<file path="config.mk">
export PLATFORM = sky130hd
export DESIGN_NAME = dltc_top
export DESIGN_NICKNAME = d
export VERILOG_FILES = /design/src/design/dltc_pkg.sv /design/src/design/dltc_pin_sync.sv /design/src/design/dltc_top.sv
export SDC_FILE = /design/constraint.sdc
export NUM_CORES = 1
export LEC_CHECK = 0
export BUFFER_PORTS_ARGS = -buffer_cell sky130_fd_sc_hd__buf_2
export CAP_MARGIN = 20
export CORE_MARGIN = 5
export CORE_UTILIZATION = 40
export DETAILED_ROUTE_END_ITERATION = 12
export PLACE_DENSITY_LB_ADDON = 0.2
export SKIP_LAST_GASP = 1
export SLEW_MARGIN = 10
export SYNTH_ARGS = -nofsm -noshare
export SYNTH_HDL_FRONTEND = slang
export SYNTH_SLANG_ARGS = --single-unit
</file>
<file path="constraint.sdc">
create_clock -name clk_sys -period 4.6 [get_ports clk_sys]
set_clock_uncertainty 0.15 [all_clocks]
set_input_delay 0.46 -clock clk_sys [delete_from_list [all_inputs] [get_ports clk_sys]]
set_output_delay 0.46 -clock clk_sys [all_outputs]
set_load 0.02 [all_outputs]
</file>
<file path="src/design/dltc_pkg.sv">
// Constants for the dual timer/counter block
package dltc_pkg;
  localparam int          ADDR_W       = 10;
  localparam int          DIV_COUNT    = 12;
  localparam logic [3:0]  DIV_LAST     = 4'(DIV_COUNT - 1);
  localparam logic [3:0]  DIV_RST      = 4'h0;
  // Register indices; the byte address is four times the index
  localparam logic [7:0]  IDX_TCTRL    = 8'h88;
  localparam logic [7:0]  IDX_TMODE    = 8'h89;
  localparam logic [7:0]  IDX_T0_LOW   = 8'h8a;
  localparam logic [7:0]  IDX_T1_LOW   = 8'h8b;
  localparam logic [7:0]  IDX_T0_HIGH  = 8'h8c;
  localparam logic [7:0]  IDX_T1_HIGH  = 8'h8d;
  localparam logic [7:0]  IDX_CLKSEL   = 8'h8e;
  localparam logic [7:0]  IDX_AUX1     = 8'ha2;
  localparam logic [7:0]  IDX_P3MODE   = 8'hac;
  localparam logic [7:0]  IDX_IRQ_STAT = 8'hf0;
  localparam logic [7:0]  IDX_IRQ_MASK = 8'hf1;
  localparam logic [7:0]  IDX_SVC_ACK  = 8'hf2;
  // Mode register fields
  localparam int          TM_GATE1     = 7;
  localparam int          TM_CT1       = 6;
  localparam int          TM_MODE1_LO  = 4;
  localparam int          TM_GATE0     = 3;
  localparam int          TM_CT0       = 2;
  localparam int          TM_MODE0_LO  = 0;
  // Control register fields
  localparam int          TC_TF1       = 7;
  localparam int          TC_TR1       = 6;
  localparam int          TC_TF0       = 5;
  localparam int          TC_TR0       = 4;
  // Clock select, auxiliary and port mode fields
  localparam int          CK_T1_FAST   = 4;
  localparam int          CK_T0_FAST   = 3;
  localparam int          AX_T1_XTAL   = 5;
  localparam int          AX_T0_XTAL   = 4;
  localparam int          PM_T1_OE     = 7;
  localparam int          PM_T0_OE     = 6;
  // Interrupt status, mask and service ack bits
  localparam int          IRQ_T0       = 0;
  localparam int          IRQ_T1       = 1;
  // Writable masks and reset values
  localparam logic [7:0]  CLKSEL_MASK  = 8'h18;
  localparam logic [7:0]  AUX1_MASK    = 8'hf9;
  localparam logic [7:0]  CLKSEL_RST   = 8'h00;
  localparam logic [7:0]  AUX1_RST     = 8'h00;
  localparam logic [7:0]  P3MODE_RST   = 8'h3f;
  localparam logic [7:0]  TMODE_RST    = 8'h00;
  localparam logic [15:0] COUNT_RST    = 16'h0000;
  localparam logic [1:0]  MODE_13BIT   = 2'h0;
  localparam logic [1:0]  MODE_16BIT   = 2'h1;
  localparam logic [1:0]  MODE_RELOAD  = 2'h2;
  localparam logic [1:0]  MODE_SPLIT   = 2'h3;
endpackage

</file>
<file path="src/design/dltc_pin_sync.sv">
// Two-flop synchroniser with edge pulses for one pin
`timescale 1ns/100ps
module dltc_pin_sync (
  input  wire logic clk_sys,
  input  wire logic rst_n,
  input  wire logic pin_in,
  output logic      level,
  output logic      fall,
  output logic      rise
);
  logic meta_q;
  logic sync_q;
  logic prev_q;

  always_ff @(posedge clk_sys or negedge rst_n) begin
    if (!rst_n) begin
      meta_q <= 1'b0;
      sync_q <= 1'b0;
      prev_q <= 1'b0;
    end else begin
      meta_q <= pin_in;
      sync_q <= meta_q;
      prev_q <= sync_q;
    end
  end

  assign level = sync_q;
  assign fall  = prev_q & ~sync_q;
  assign rise  = ~prev_q & sync_q;
endmodule

</file>
<file path="src/design/dltc_top.sv">
// Dual timer/counter with Avalon-MM register access
//
// The implementer's own choice: the Avalon-MM register port.
`timescale 1ns/100ps
module dltc_top
  import dltc_pkg::*;
(
  input  wire logic              clk_sys,
  input  wire logic              rst_n,
  input  wire logic [ADDR_W-1:0] address,
  input  wire logic              read,
  input  wire logic              write,
  input  wire logic [31:0]       writedata,
  input  wire logic [3:0]        byteenable,
  output logic      [31:0]       readdata,
  output logic                   waitrequest,
  input  wire logic              count_pin_zero_in,
  output logic                   count_pin_zero_out,
  output logic                   count_pin_zero_oe_n,
  input  wire logic              count_pin_one_in,
  output logic                   count_pin_one_out,
  output logic                   count_pin_one_oe_n,
  input  wire logic              gate_input_zero,
  input  wire logic              gate_input_one,
  input  wire logic              low_speed_crystal_clock,
  output logic                   baud_tick,
  output logic                   irq
);
  logic [7:0]  timer_mode_reg_q;
  logic [7:0]  timer_clock_select_q;
  logic [7:0]  auxiliary_control_one_q;
  logic [7:0]  port3_mode_select_one_q;
  logic        timer0_run_q;
  logic        timer1_run_q;
  logic        timer0_overflow_flag_q;
  logic        timer1_overflow_flag_q;
  logic [15:0] cnt0_q;
  logic [15:0] cnt1_q;
  logic [1:0]  irq_stat_q;
  logic [1:0]  irq_mask_q;
  logic [3:0]  div_q;
  logic        wait_q;
  logic [31:0] rdata_q;
  logic        irq_q;
  logic        baud_q;
  logic        pin0_q;
  logic        pin1_q;
  logic        oe0_n_q;
  logic        oe1_n_q;

  function automatic logic hit(input logic [ADDR_W-1:0] a, input logic [7:0] idx);
    return a[ADDR_W-1:2] == idx;
  endfunction

  // Returns {overflow, next count} for one increment in the given mode
  function automatic logic [16:0] step(input logic [1:0] m, input logic [15:0] v);
    logic [13:0] c13;
    logic [16:0] r;
    c13 = 14'({v[15:8], v[4:0]}) + 14'h0001;
    r   = {1'b0, v};
    case (m)
      MODE_13BIT: begin
        r = {c13[13], c13[12:5], v[7:5], c13[4:0]};
      end
      MODE_16BIT: begin
        r = 17'({1'b0, v}) + 17'h0_0001;
      end
      MODE_RELOAD: begin
        if (v[7:0] == 8'hff) begin
          r = {1'b1, v[15:8], v[15:8]};
        end else begin
          r = {1'b0, v[15:8], v[7:0] + 8'h01};
        end
      end
      default: begin
        r = {v[7:0] == 8'hff, v[15:8], v[7:0] + 8'h01};
      end
    endcase
    return r;
  endfunction

  // Pin synchronisers
  logic pin0_fall, pin1_fall;
  logic gate0_lvl, gate1_lvl, xtal_rise;

  dltc_pin_sync u_pin0 (
    .clk_sys (clk_sys),
    .rst_n   (rst_n),
    .pin_in  (count_pin_zero_in),
    .level   (),
    .fall    (pin0_fall),
    .rise    ()
  );
  dltc_pin_sync u_pin1 (
    .clk_sys (clk_sys),
    .rst_n   (rst_n),
    .pin_in  (count_pin_one_in),
    .level   (),
    .fall    (pin1_fall),
    .rise    ()
  );
  dltc_pin_sync u_gate0 (
    .clk_sys (clk_sys),
    .rst_n   (rst_n),
    .pin_in  (gate_input_zero),
    .level   (gate0_lvl),
    .fall    (),
    .rise    ()
  );
  dltc_pin_sync u_gate1 (
    .clk_sys (clk_sys),
    .rst_n   (rst_n),
    .pin_in  (gate_input_one),
    .level   (gate1_lvl),
    .fall    (),
    .rise    ()
  );
  dltc_pin_sync u_xtal (
    .clk_sys (clk_sys),
    .rst_n   (rst_n),
    .pin_in  (low_speed_crystal_clock),
    .level   (),
    .fall    (),
    .rise    (xtal_rise)
  );

  // Bus handshake: one wait state, then waitrequest low for one cycle
  logic wr_go, rd_go;
  assign wr_go = write & ~wait_q & byteenable[0];
  assign rd_go = read & ~wait_q;

  always_ff @(posedge clk_sys or negedge rst_n) begin
    if (!rst_n) begin
      wait_q <= 1'b1;
    end else begin
      wait_q <= ~((read | write) & wait_q);
    end
  end

  // Divide-by-twelve prescaler
  logic tick12;
  assign tick12 = (div_q == DIV_LAST);

  always_ff @(posedge clk_sys or negedge rst_n) begin
    if (!rst_n) begin
      div_q <= DIV_RST;
    end else begin
      div_q <= tick12 ? DIV_RST : div_q + 4'h1;
    end
  end

  // Tick selection and enables
  logic [1:0] mode0, mode1;
  logic       split0, itick0, itick1, tick0, tick1;
  logic       gok0, gok1, en0, en1, en0h;
  logic [16:0] nxt0, nxt1;
  logic       ovf0, ovf1, ovf0h, set_tf0, set_tf1;

  assign mode0  = timer_mode_reg_q[TM_MODE0_LO+:2];
  assign mode1  = timer_mode_reg_q[TM_MODE1_LO+:2];
  assign split0 = (mode0 == MODE_SPLIT);
  assign itick0 = timer_clock_select_q[CK_T0_FAST] | tick12;
  assign itick1 = timer_clock_select_q[CK_T1_FAST] | tick12;
  assign tick0  = auxiliary_control_one_q[AX_T0_XTAL] ? xtal_rise :
                  (timer_mode_reg_q[TM_CT0] ? pin0_fall : itick0);
  assign tick1  = auxiliary_control_one_q[AX_T1_XTAL] ? xtal_rise :
                  (timer_mode_reg_q[TM_CT1] ? pin1_fall : itick1);
  assign gok0   = ~timer_mode_reg_q[TM_GATE0] | gate0_lvl;
  assign gok1   = ~timer_mode_reg_q[TM_GATE1] | gate1_lvl;
  assign en0    = tick0 & timer0_run_q & gok0;
  // Timer 1 loses its run bit to the split high byte
  assign en1    = tick1 & gok1 & (split0 | timer1_run_q) & (mode1 != MODE_SPLIT);
  assign en0h   = split0 & itick0 & timer1_run_q;
  assign nxt0   = step(mode0, cnt0_q);
  assign nxt1   = step(mode1, cnt1_q);
  assign ovf0   = en0 & nxt0[16];
  assign ovf1   = en1 & nxt1[16];
  assign ovf0h  = en0h & (cnt0_q[15:8] == 8'hff);
  assign set_tf0 = ovf0;
  assign set_tf1 = split0 ? ovf0h : ovf1;

  // Count registers; a software byte write wins over counting
  always_ff @(posedge clk_sys or negedge rst_n) begin
    if (!rst_n) begin
      cnt0_q <= COUNT_RST;
    end else begin
      if (en0) begin
        cnt0_q[7:0] <= nxt0[7:0];
        if (!split0) begin
          cnt0_q[15:8] <= nxt0[15:8];
        end
      end
      if (en0h) begin
        cnt0_q[15:8] <= cnt0_q[15:8] + 8'h01;
      end
      if (wr_go && hit(address, IDX_T0_LOW)) begin
        cnt0_q[7:0] <= writedata[7:0];
      end
      if (wr_go && hit(address, IDX_T0_HIGH)) begin
        cnt0_q[15:8] <= writedata[7:0];
      end
    end
  end

  always_ff @(posedge clk_sys or negedge rst_n) begin
    if (!rst_n) begin
      cnt1_q <= COUNT_RST;
    end else begin
      if (en1) begin
        cnt1_q <= nxt1[15:0];
      end
      if (wr_go && hit(address, IDX_T1_LOW)) begin
        cnt1_q[7:0] <= writedata[7:0];
      end
      if (wr_go && hit(address, IDX_T1_HIGH)) begin
        cnt1_q[15:8] <= writedata[7:0];
      end
    end
  end

  // Configuration registers
  always_ff @(posedge clk_sys or negedge rst_n) begin
    if (!rst_n) begin
      timer_mode_reg_q        <= TMODE_RST;
      timer_clock_select_q    <= CLKSEL_RST;
      auxiliary_control_one_q <= AUX1_RST;
      port3_mode_select_one_q <= P3MODE_RST;
      irq_mask_q              <= 2'h0;
      timer0_run_q            <= 1'b0;
      timer1_run_q            <= 1'b0;
    end else if (wr_go) begin
      if (hit(address, IDX_TMODE)) begin
        timer_mode_reg_q <= writedata[7:0];
      end
      if (hit(address, IDX_CLKSEL)) begin
        timer_clock_select_q <= writedata[7:0] & CLKSEL_MASK;
      end
      if (hit(address, IDX_AUX1)) begin
        auxiliary_control_one_q <= writedata[7:0] & AUX1_MASK;
      end
      if (hit(address, IDX_P3MODE)) begin
        port3_mode_select_one_q <= writedata[7:0];
      end
      if (hit(address, IDX_IRQ_MASK)) begin
        irq_mask_q <= writedata[1:0];
      end
      if (hit(address, IDX_TCTRL)) begin
        timer0_run_q <= writedata[TC_TR0];
        timer1_run_q <= writedata[TC_TR1];
      end
    end
  end

  // Overflow flags: hardware set wins over any clear
  logic wr_tc, wr_ack;
  assign wr_tc  = wr_go & hit(address, IDX_TCTRL);
  assign wr_ack = wr_go & hit(address, IDX_SVC_ACK);

  always_ff @(posedge clk_sys or negedge rst_n) begin
    if (!rst_n) begin
      timer0_overflow_flag_q <= 1'b0;
      timer1_overflow_flag_q <= 1'b0;
    end else begin
      if (set_tf0) begin
        timer0_overflow_flag_q <= 1'b1;
      end else if (wr_tc) begin
        timer0_overflow_flag_q <= writedata[TC_TF0];
      end else if (wr_ack && writedata[IRQ_T0]) begin
        timer0_overflow_flag_q <= 1'b0;
      end
      if (set_tf1) begin
        timer1_overflow_flag_q <= 1'b1;
      end else if (wr_tc) begin
        timer1_overflow_flag_q <= writedata[TC_TF1];
      end else if (wr_ack && writedata[IRQ_T1]) begin
        timer1_overflow_flag_q <= 1'b0;
      end
    end
  end

  // Sticky interrupt status, cleared by reading it; set wins
  logic rd_stat;
  assign rd_stat = rd_go & hit(address, IDX_IRQ_STAT);

  always_ff @(posedge clk_sys or negedge rst_n) begin
    if (!rst_n) begin
      irq_stat_q <= 2'h0;
      irq_q      <= 1'b0;
    end else begin
      irq_stat_q <= (rd_stat ? 2'h0 : irq_stat_q) | {set_tf1, set_tf0};
      irq_q      <= |(((rd_stat ? 2'h0 : irq_stat_q) | {set_tf1, set_tf0}) & irq_mask_q);
    end
  end

  // Baud tick from timer 1 only
  always_ff @(posedge clk_sys or negedge rst_n) begin
    if (!rst_n) begin
      baud_q <= 1'b0;
    end else begin
      baud_q <= ovf1;
    end
  end

  // Pin outputs toggle on overflow
  always_ff @(posedge clk_sys or negedge rst_n) begin
    if (!rst_n) begin
      pin0_q  <= 1'b0;
      pin1_q  <= 1'b0;
      oe0_n_q <= 1'b1;
      oe1_n_q <= 1'b1;
    end else begin
      pin0_q  <= pin0_q ^ ovf0;
      pin1_q  <= pin1_q ^ ovf1;
      oe0_n_q <= ~port3_mode_select_one_q[PM_T0_OE];
      oe1_n_q <= ~port3_mode_select_one_q[PM_T1_OE];
    end
  end

  // Read data, loaded while waitrequest is still high
  function automatic logic [7:0] rd_mux(input logic [ADDR_W-1:0] a);
    logic [7:0] r;
    r = 8'h00;
    if (hit(a, IDX_TCTRL)) begin
      r = {timer1_overflow_flag_q, timer1_run_q, timer0_overflow_flag_q, timer0_run_q, 4'h0};
    end
    if (hit(a, IDX_TMODE))    r = timer_mode_reg_q;
    if (hit(a, IDX_T0_LOW))   r = cnt0_q[7:0];
    if (hit(a, IDX_T1_LOW))   r = cnt1_q[7:0];
    if (hit(a, IDX_T0_HIGH))  r = cnt0_q[15:8];
    if (hit(a, IDX_T1_HIGH))  r = cnt1_q[15:8];
    if (hit(a, IDX_CLKSEL))   r = timer_clock_select_q;
    if (hit(a, IDX_AUX1))     r = auxiliary_control_one_q;
    if (hit(a, IDX_P3MODE))   r = port3_mode_select_one_q;
    if (hit(a, IDX_IRQ_STAT)) r = {6'h00, irq_stat_q};
    if (hit(a, IDX_IRQ_MASK)) r = {6'h00, irq_mask_q};
    return r;
  endfunction

  always_ff @(posedge clk_sys or negedge rst_n) begin
    if (!rst_n) begin
      rdata_q <= 32'h0000_0000;
    end else if (read && wait_q) begin
      rdata_q <= {24'h00_0000, rd_mux(address)};
    end
  end

  assign readdata            = rdata_q;
  assign waitrequest         = wait_q;
  assign irq                 = irq_q;
  assign baud_tick           = baud_q;
  assign count_pin_zero_out  = pin0_q;
  assign count_pin_one_out   = pin1_q;
  assign count_pin_zero_oe_n = oe0_n_q;
  assign count_pin_one_oe_n  = oe1_n_q;
endmodule

</file>
Word level (Yosys, flattened, before mapping)

Cells that the tools add are included.

Register bits after elaboration: 96
Output and inout bits: 39

Equality and inequality tests: 27
Multiplexer cells: 36
Reductions and logical operators: 28
Add/sub/neg operators: 8
Bitwise operators: 39

Operators by type and width:

| cell                                                            | count |
|---|---|
| 8-bit 2-to-1 mux                                                | 17 |
| 8-bit == test, second input constant                            | 15 |
| 17-bit one-hot mux with 3 select lines                          | 2 |
| 16-bit by 1-bit adder with 17-bit output, second input constant | 2 |
| 17-bit 2-to-1 mux                                               | 2 |
| 16-bit 2-to-1 mux                                               | 2 |
| 13-bit by 1-bit adder with 14-bit output, second input constant | 2 |
| 8-bit by 1-bit adder with 8-bit output, second input constant   | 3 |
| 1-bit AND                                                       | 20 |
| 2-bit AND reduction                                             | 8 |
| 3-bit nonzero test                                              | 4 |
| 1-bit 2-to-1 mux                                                | 11 |
| 1-bit inverter                                                  | 9 |
| 2-bit != test, second input constant                            | 4 |
| 1-bit logical AND                                               | 7 |
| 2-bit == test, second input constant                            | 3 |
| 1-bit bitwise OR                                                | 6 |
| 2-bit nonzero test                                              | 3 |
| 4-bit by 1-bit adder with 4-bit output, second input constant   | 1 |
| 2-bit by 1-bit == test with 1-bit output, second input constant | 2 |
| 4-bit == test, second input constant                            | 1 |
| 2-bit zero test                                                 | 2 |
| 4-bit 2-to-1 mux                                                | 1 |
| 4-bit AND reduction                                             | 1 |
| other kinds (9)                                                 | 10 |

Longest topological paths before layout

Word-level depth: 12
Mapped depth: 9
Mapped depth without buffers: 7

By module

A second synthesis with hierarchy kept.

Cell total of the unflattened synthesis: 665
Area total of the unflattened synthesis: 6,154.7 um^2

By module, submodules not included:

| module        | cells an instance | area each (um^2) | seq. area each (um^2) | times used |
|---|---|---|---|---|
| dltc_top      | 640               | 5,704.2          | 2,088.3               | 1 |
| dltc_pin_sync | 5                 | 90.1             | 75.1                  | 5 |

Least setup slack after synthesis

Ideal clock, no wire load.

Kind: input-to-reg
Start point: in address[6]
End point: reg cnt0_q[12]
Data required time: 4.324 ns
Arrival: 1.909 ns
Slack: 2.415 ns
Cell stages on the path: 6
Buffers on the path: 0
Cell sequence: or4b_4 > nor2_4 > nand3_2 > o211ai_2 > o21ai_1 > a221o_1

Longest elaborated chain between the ends: 4

Ends and longest elaborated chain:

| item                                            | RTL line        | RTL |
|---|---|---|
| start: declaration                              | dltc_top.sv:10  | `input wire logic [ADDR_W-1:0] address,` |
| 8-bit == test *                                 | dltc_top.sv:52  | `return a[ADDR_W-1:2] == idx;` |
| 1-bit logical AND *                             | dltc_top.sv:199 | `if (wr_go && hit(address, IDX_T0_HIGH)) begin` |
| 3-bit != test (no line) (tied with other cells) | -               |  |
| 4-bit AND reduction (no line)                   | -               |  |
| end signal: assignment                          | dltc_top.sv:190 | `cnt0_q[15:8] <= nxt0[15:8];` |
| end signal: assignment                          | dltc_top.sv:194 | `cnt0_q[15:8] <= cnt0_q[15:8] + 8'h01;` |
| end signal: assignment                          | dltc_top.sv:200 | `cnt0_q[15:8] <= writedata[7:0];` |
| end: declaration                                | dltc_top.sv:37  | `logic [15:0] cnt0_q;` |

Mark *: on every way between the ends. The rest lies on a longest branch, timed or not.
A chain may end at the register's enable or synchronous reset.

Worst setup path after layout

Start point: reg div_q[0]
End point: reg cnt0_q[10]

Longest elaborated chain between the ends: 8

Ends and longest elaborated chain:

| item                          | RTL line        | RTL |
|---|---|---|
| start: declaration            | dltc_top.sv:41  | `logic [3:0] div_q;` |
| start signal: assignment      | dltc_top.sv:148 | `div_q <= tick12 ? DIV_RST : div_q + 4'h1;` |
| 4-bit == test *               | dltc_top.sv:142 | `assign tick12 = (div_q == DIV_LAST);` |
| 1-bit bitwise OR *            | dltc_top.sv:162 | `assign itick0 = timer_clock_select_q[CK_T0_FAST] \| tick12;` |
| 1-bit 2-to-1 mux              | dltc_top.sv:165 | `(timer_mode_reg_q[TM_CT0] ? pin0_fall : itick0);` |
| 1-bit 2-to-1 mux              | dltc_top.sv:164 | `assign tick0 = auxiliary_control_one_q[AX_T0_XTAL] ? xtal_rise :` |
| 1-bit AND (2 in series)       | dltc_top.sv:170 | `assign en0 = tick0 & timer0_run_q & gok0;` |
| 3-bit nonzero test (no line)  | -               |  |
| 4-bit AND reduction (no line) | -               |  |

Marked as above.

==> results by stage <==
Setup path:
- The endpoint class of the critical path is a register.
- The worst setup path is of the reg2reg kind.
- In this run the critical register-to-register path is launched from div_q[0].
- The count of cells along the worst register-to-register path is 7.
- The data arrival time of the worst path is 2.95 ns.
- The endpoint of the worst-slack reg-to-reg timing path is cnt0_q[10].
- For flop-to-flop paths, the worst setup slack is 1.75 ns.
- The worst setup path is launched from a register.
- The required time at the worst-slack endpoint is 4.69 ns.
- In this run the worst setup path begins at div_q[0].
- The endpoint of the worst setup timing path is cnt0_q[10].
- In this run the worst path has a maximum fanout of 11.

Placed design:
- The half-perimeter wire length of the detailed placement result is 12160 µm.
- Routability-driven placement finished with a final weighted congestion of 0.8882.
- Port buffering added 40 buffers.
- Timing analysis after detailed placement gives a worst setup slack of 1.740 ns.

STA:
- Derived from the worst setup path, the maximum achievable clock frequency is 350.3 MHz.
- The number of failing hold endpoints at the final stage is 0.
- Headroom to the max-slew limit came out at 30.43%.
- For the finished layout, the period the worst path requires is 2.855 ns.
- Setup violations remaining at the end of the flow were counted as 0.
- Setup repair after global routing left no endpoint under its margin.
- The summed negative setup slack over all endpoints is 0 ns.
- The share of the clock period used by the worst path after layout is 62.06%.
- Once routing completed, OpenROAD measured the worst setup slack at 1.745 ns.
- The slew of the pin with the lowest slew margin is 1.034 ns.
- The number of pins exceeding their max-slew limit in the final report was 0.

Clocking:
- Buffers inserted to repair hold after CTS numbered 0.
- The quantity of gates resized following cts is 0.
- The number of post-CTS setup repair buffers is 0.
- TritonCTS built the clock tree.
- For this design, the sink count on the clock tree is 96.
- The clock root buffer is clkbuf_16.
- The maximum buffer depth of the clock tree is 2.
- Clock-pin slew was measured on the worst setup and hold paths at 0.07 ns.
- The source-to-sink clock delay at the later pin of the worst-skew pair is 0.35 ns.
- The H-tree level count is 3.
- The total clock buffers created by CTS is 9.

Power:
- The design draws 2.068 mW.
- Combinational logic is responsible for 15.6% of the overall power.
- The sequential cell fraction of total power is 44.5%.
- The analysis attributes to net switching a power of 586.1 µW.
- Internal power comes to 1.482 mW.
- The share of total power consumed by net switching is 28.35%.
- For this design the ratio of total power to cell area is 324.7 nW/µm².
- The clock share of power is 39.9%.
- Summed over all cells, the static leakage comes to 2.703 nW.
- The worst vdd rail ir drop is 0.1673 mV.

Synthesis:
- The prevailing post-synth register cell is dfrtp_1.
- In this run, distinct cell masters in the synthesized netlist total 78.
- Of all flip-flops after synthesis, the portion carrying an async set or reset was 100.0%.
- The average instance area after synthesis is 9.191 µm².
- The cell area after synthesis is 5854 µm².
- The count of flip-flops with a built-in enable after synthesis is 0.
- For this run, the register share of the synthesized area comes to 41.23%.
- After technology mapping, the gate count stands at 637.
- The number of warnings issued by yosys is 0.
- The synthesized flop and latch total is 96.

Floorplanning:
- Measured along the x axis, the die boundary spans 131.0 µm.
- From bottom edge to top edge, the die measures 131.0 µm.
- The initial standard-cell utilization of the core is 40.59%.
- After floorplanning, the core was sized to cover 14420 µm².
- The die covers 17160 µm².
- The number of placed I/O pins is 94.
- The row count is 44.

Drt:
- The post-detailed-route count of antenna-violating nets is 0.
- The detailed-router iteration count before antenna repair is 7.
- The post-route met1 wirelength is 7677 µm.
- The routed length on met2 is 8148 µm.
- The wire length after detailed routing is 16910 µm.
- The routed design uses 756 µm of met3 wire.
- The highest metal layer with signal wires is met4.
- For this block, the initial DRC count from the detailed router was 407.
- The via count is 4894.
- The detailed-route vias per instance is 5.833.
- For this run, design rule violations remaining after detail routing come to 0.
- The final routed wire length divided by cell count is 20.15 µm.

Final layout:
- The antenna diode instance count is 0.
- The share of final-layout standard cells stronger than drive strength 1 is 17.71%.
- From synthesis to final layout, the design area changed by 8.784%.
- The total number of nets in the final design is 710.

Run status:
- The flow ran to the end, and the final reports show no timing, DRC or antenna violations.

Global route:
- The initial antenna violation count is 0.
- The first global-routing pass estimated 26520 µm of wire.
- The leftover overflow at the end of global routing is 0.
- The global routing usage summed across all routing layers is 20.29%.
- Entering global routing, the biggest net connects 57 pins.
- The via count of the first global-routing pass came to 4772.

Hold path:
- The class of the worst hold path is in2async.

Flow run:
- Across the run, the number of max-cap violations was 0.
cell usage after synthesis, drive strengths merged, types with 3 or more instances:
library cell | instances | area, µm²
o211ai | 5 | 42.54
dfstp | 9 | 236.5
nor3b | 5 | 42.54
nor3 | 21 | 110.1
and3 | 9 | 56.30
nor4 | 5 | 31.28
a21oi | 33 | 165.2
mux2i | 8 | 80.08
a31oi | 11 | 68.82
a22oi | 6 | 45.04
mux4 | 4 | 90.09
o21ai | 43 | 215.2
o2bb2ai | 3 | 26.28
clkbuf | 24 | 90.09
inv | 11 | 41.29
o221ai | 5 | 50.04
o22ai | 7 | 43.79
and4 | 4 | 35.03
nand4 | 6 | 37.54
or3 | 3 | 18.77
nand2 | 71 | 269.0
nor2b | 4 | 25.02
and2 | 3 | 18.77
a211oi | 7 | 57.55
dfrtp | 87 | 2177
o21a | 3 | 22.52
nor4b | 4 | 50.05
nand2b | 8 | 50.05
xnor2 | 19 | 166.4
or2 | 3 | 18.77
xor2 | 7 | 61.31
nor2 | 52 | 205.2
o31ai | 5 | 37.54
a21o | 6 | 45.04
a221o | 3 | 30.03
nand3 | 25 | 130.1
mux2 | 31 | 349.1
buf | 37 | 242.7
ha | 4 | 50.05
state kept, by name (all words and copies together), names as in the netlist, 2 cells and up:
register,cells
irq_mask_q,2
timer_clock_select_q,2
div_q,4
irq_stat_q,2
cnt1_q,16
auxiliary_control_one_q,6
port3_mode_select_one_q,8
cnt0_q,16
readdata,8
timer_mode_reg_q,8
final cells by class:
class                           count  area, µm²
Fill cell                        1461       8055
Multi-Input combinational cell    492       3153
Sequential cell                    96       2414
Clock buffer                       11      242.7
Tap cell                          184      230.2
Timing Repair Buffer               41      210.2
Clock inverter                      4      77.57
Inverter                           11      41.29
cells by family after synthesis:
kind of cell | synth area share, %
fa+ha+maj | 0.8549
xor+xnor | 3.890
mux | 8.869
flops | 41.23
other cells | 0.06405
buf+inv | 6.390
simple gates | 20.35
compound gates | 18.36
per-layer routing:
layer	track usage, %	vias up
met5	0	-
met4	6.171	0
met3	3.374	23
met2	33.00	135
met1	27.80	2429
li1	-	2307
worst min path at each step:
stage               slack (ns)                     from                          to
floorplan                 0.01                    rst_n  auxiliary_control_one_q[0]
global placement          0.18            u_xtal.meta_q                u_xtal.level
detailed placement        0.18            u_pin0.meta_q                u_pin0.level
CTS                       0.04                    rst_n                   cnt1_q[1]
global route              0.05  low_speed_crystal_clock               u_xtal.meta_q
finish                   0.009                    rst_n                   cnt1_q[5]
through the flow:
| step | cells | cell area [µm²] | hold slack [ns] | utilization (%) |
|---|---|---|---|---|
| floorplan | 660 | 5941 | 0.01441 | - |
| global placement | 824 | 6048 | 0.1826 | 41.93 |
| detailed placement | 824 | 6048 | 0.1847 | 41.93 |
| CTS | 839 | 6369 | 0.03866 | 44.15 |
| global route | 839 | 6369 | 0.05210 | 44.15 |
| finish | 839 | 6369 | 0.008880 | 44.15 |
worst max-delay path, cell delays in order, from the launching register on:
cell       delay (ns)
dfrtp_1          0.40
ha_1             0.24
and3b_1          0.24
o2111ai_1        0.85
nand2_1          0.29
a22oi_1          0.23
nor2_1           0.07
o31a_1           0.27
cells in the final DEF (no fill, tap or decap), types with 5 or more instances in the layout:
cell,instances
dfrtp_1,87
nand2_1,70
nor2_1,50
buf_2,39
o21ai_0,34
a21oi_1,33
mux2_2,31
nand3_1,24
conb_1,24
nor3_1,20
xnor2_1,19
inv_1,11
a31oi_1,11
o21ai_1,9
and3_1,9
clkbuf_16,9
dfstp_2,9
nand2b_1,8
mux2i_1,8
xor2_1,7
o22ai_1,7
a21o_1,6
a211oi_1,6
a22oi_1,6
nand4_1,6
nor4_1,5
o31ai_1,5
power groups by stage:
stage / sequential (mW) / clock [mW] / combinational (mW)
after floorplan: 0.921 / 0 / 0.242
after global placement: 0.934 / 0 / 0.317
after detailed placement: 0.935 / 0 / 0.321
after CTS: 0.920 / 0.855 / 0.322
after global routing: 0.925 / 0.880 / 0.358
final: 0.920 / 0.826 / 0.322
Power figures use the tool's default switching activity.
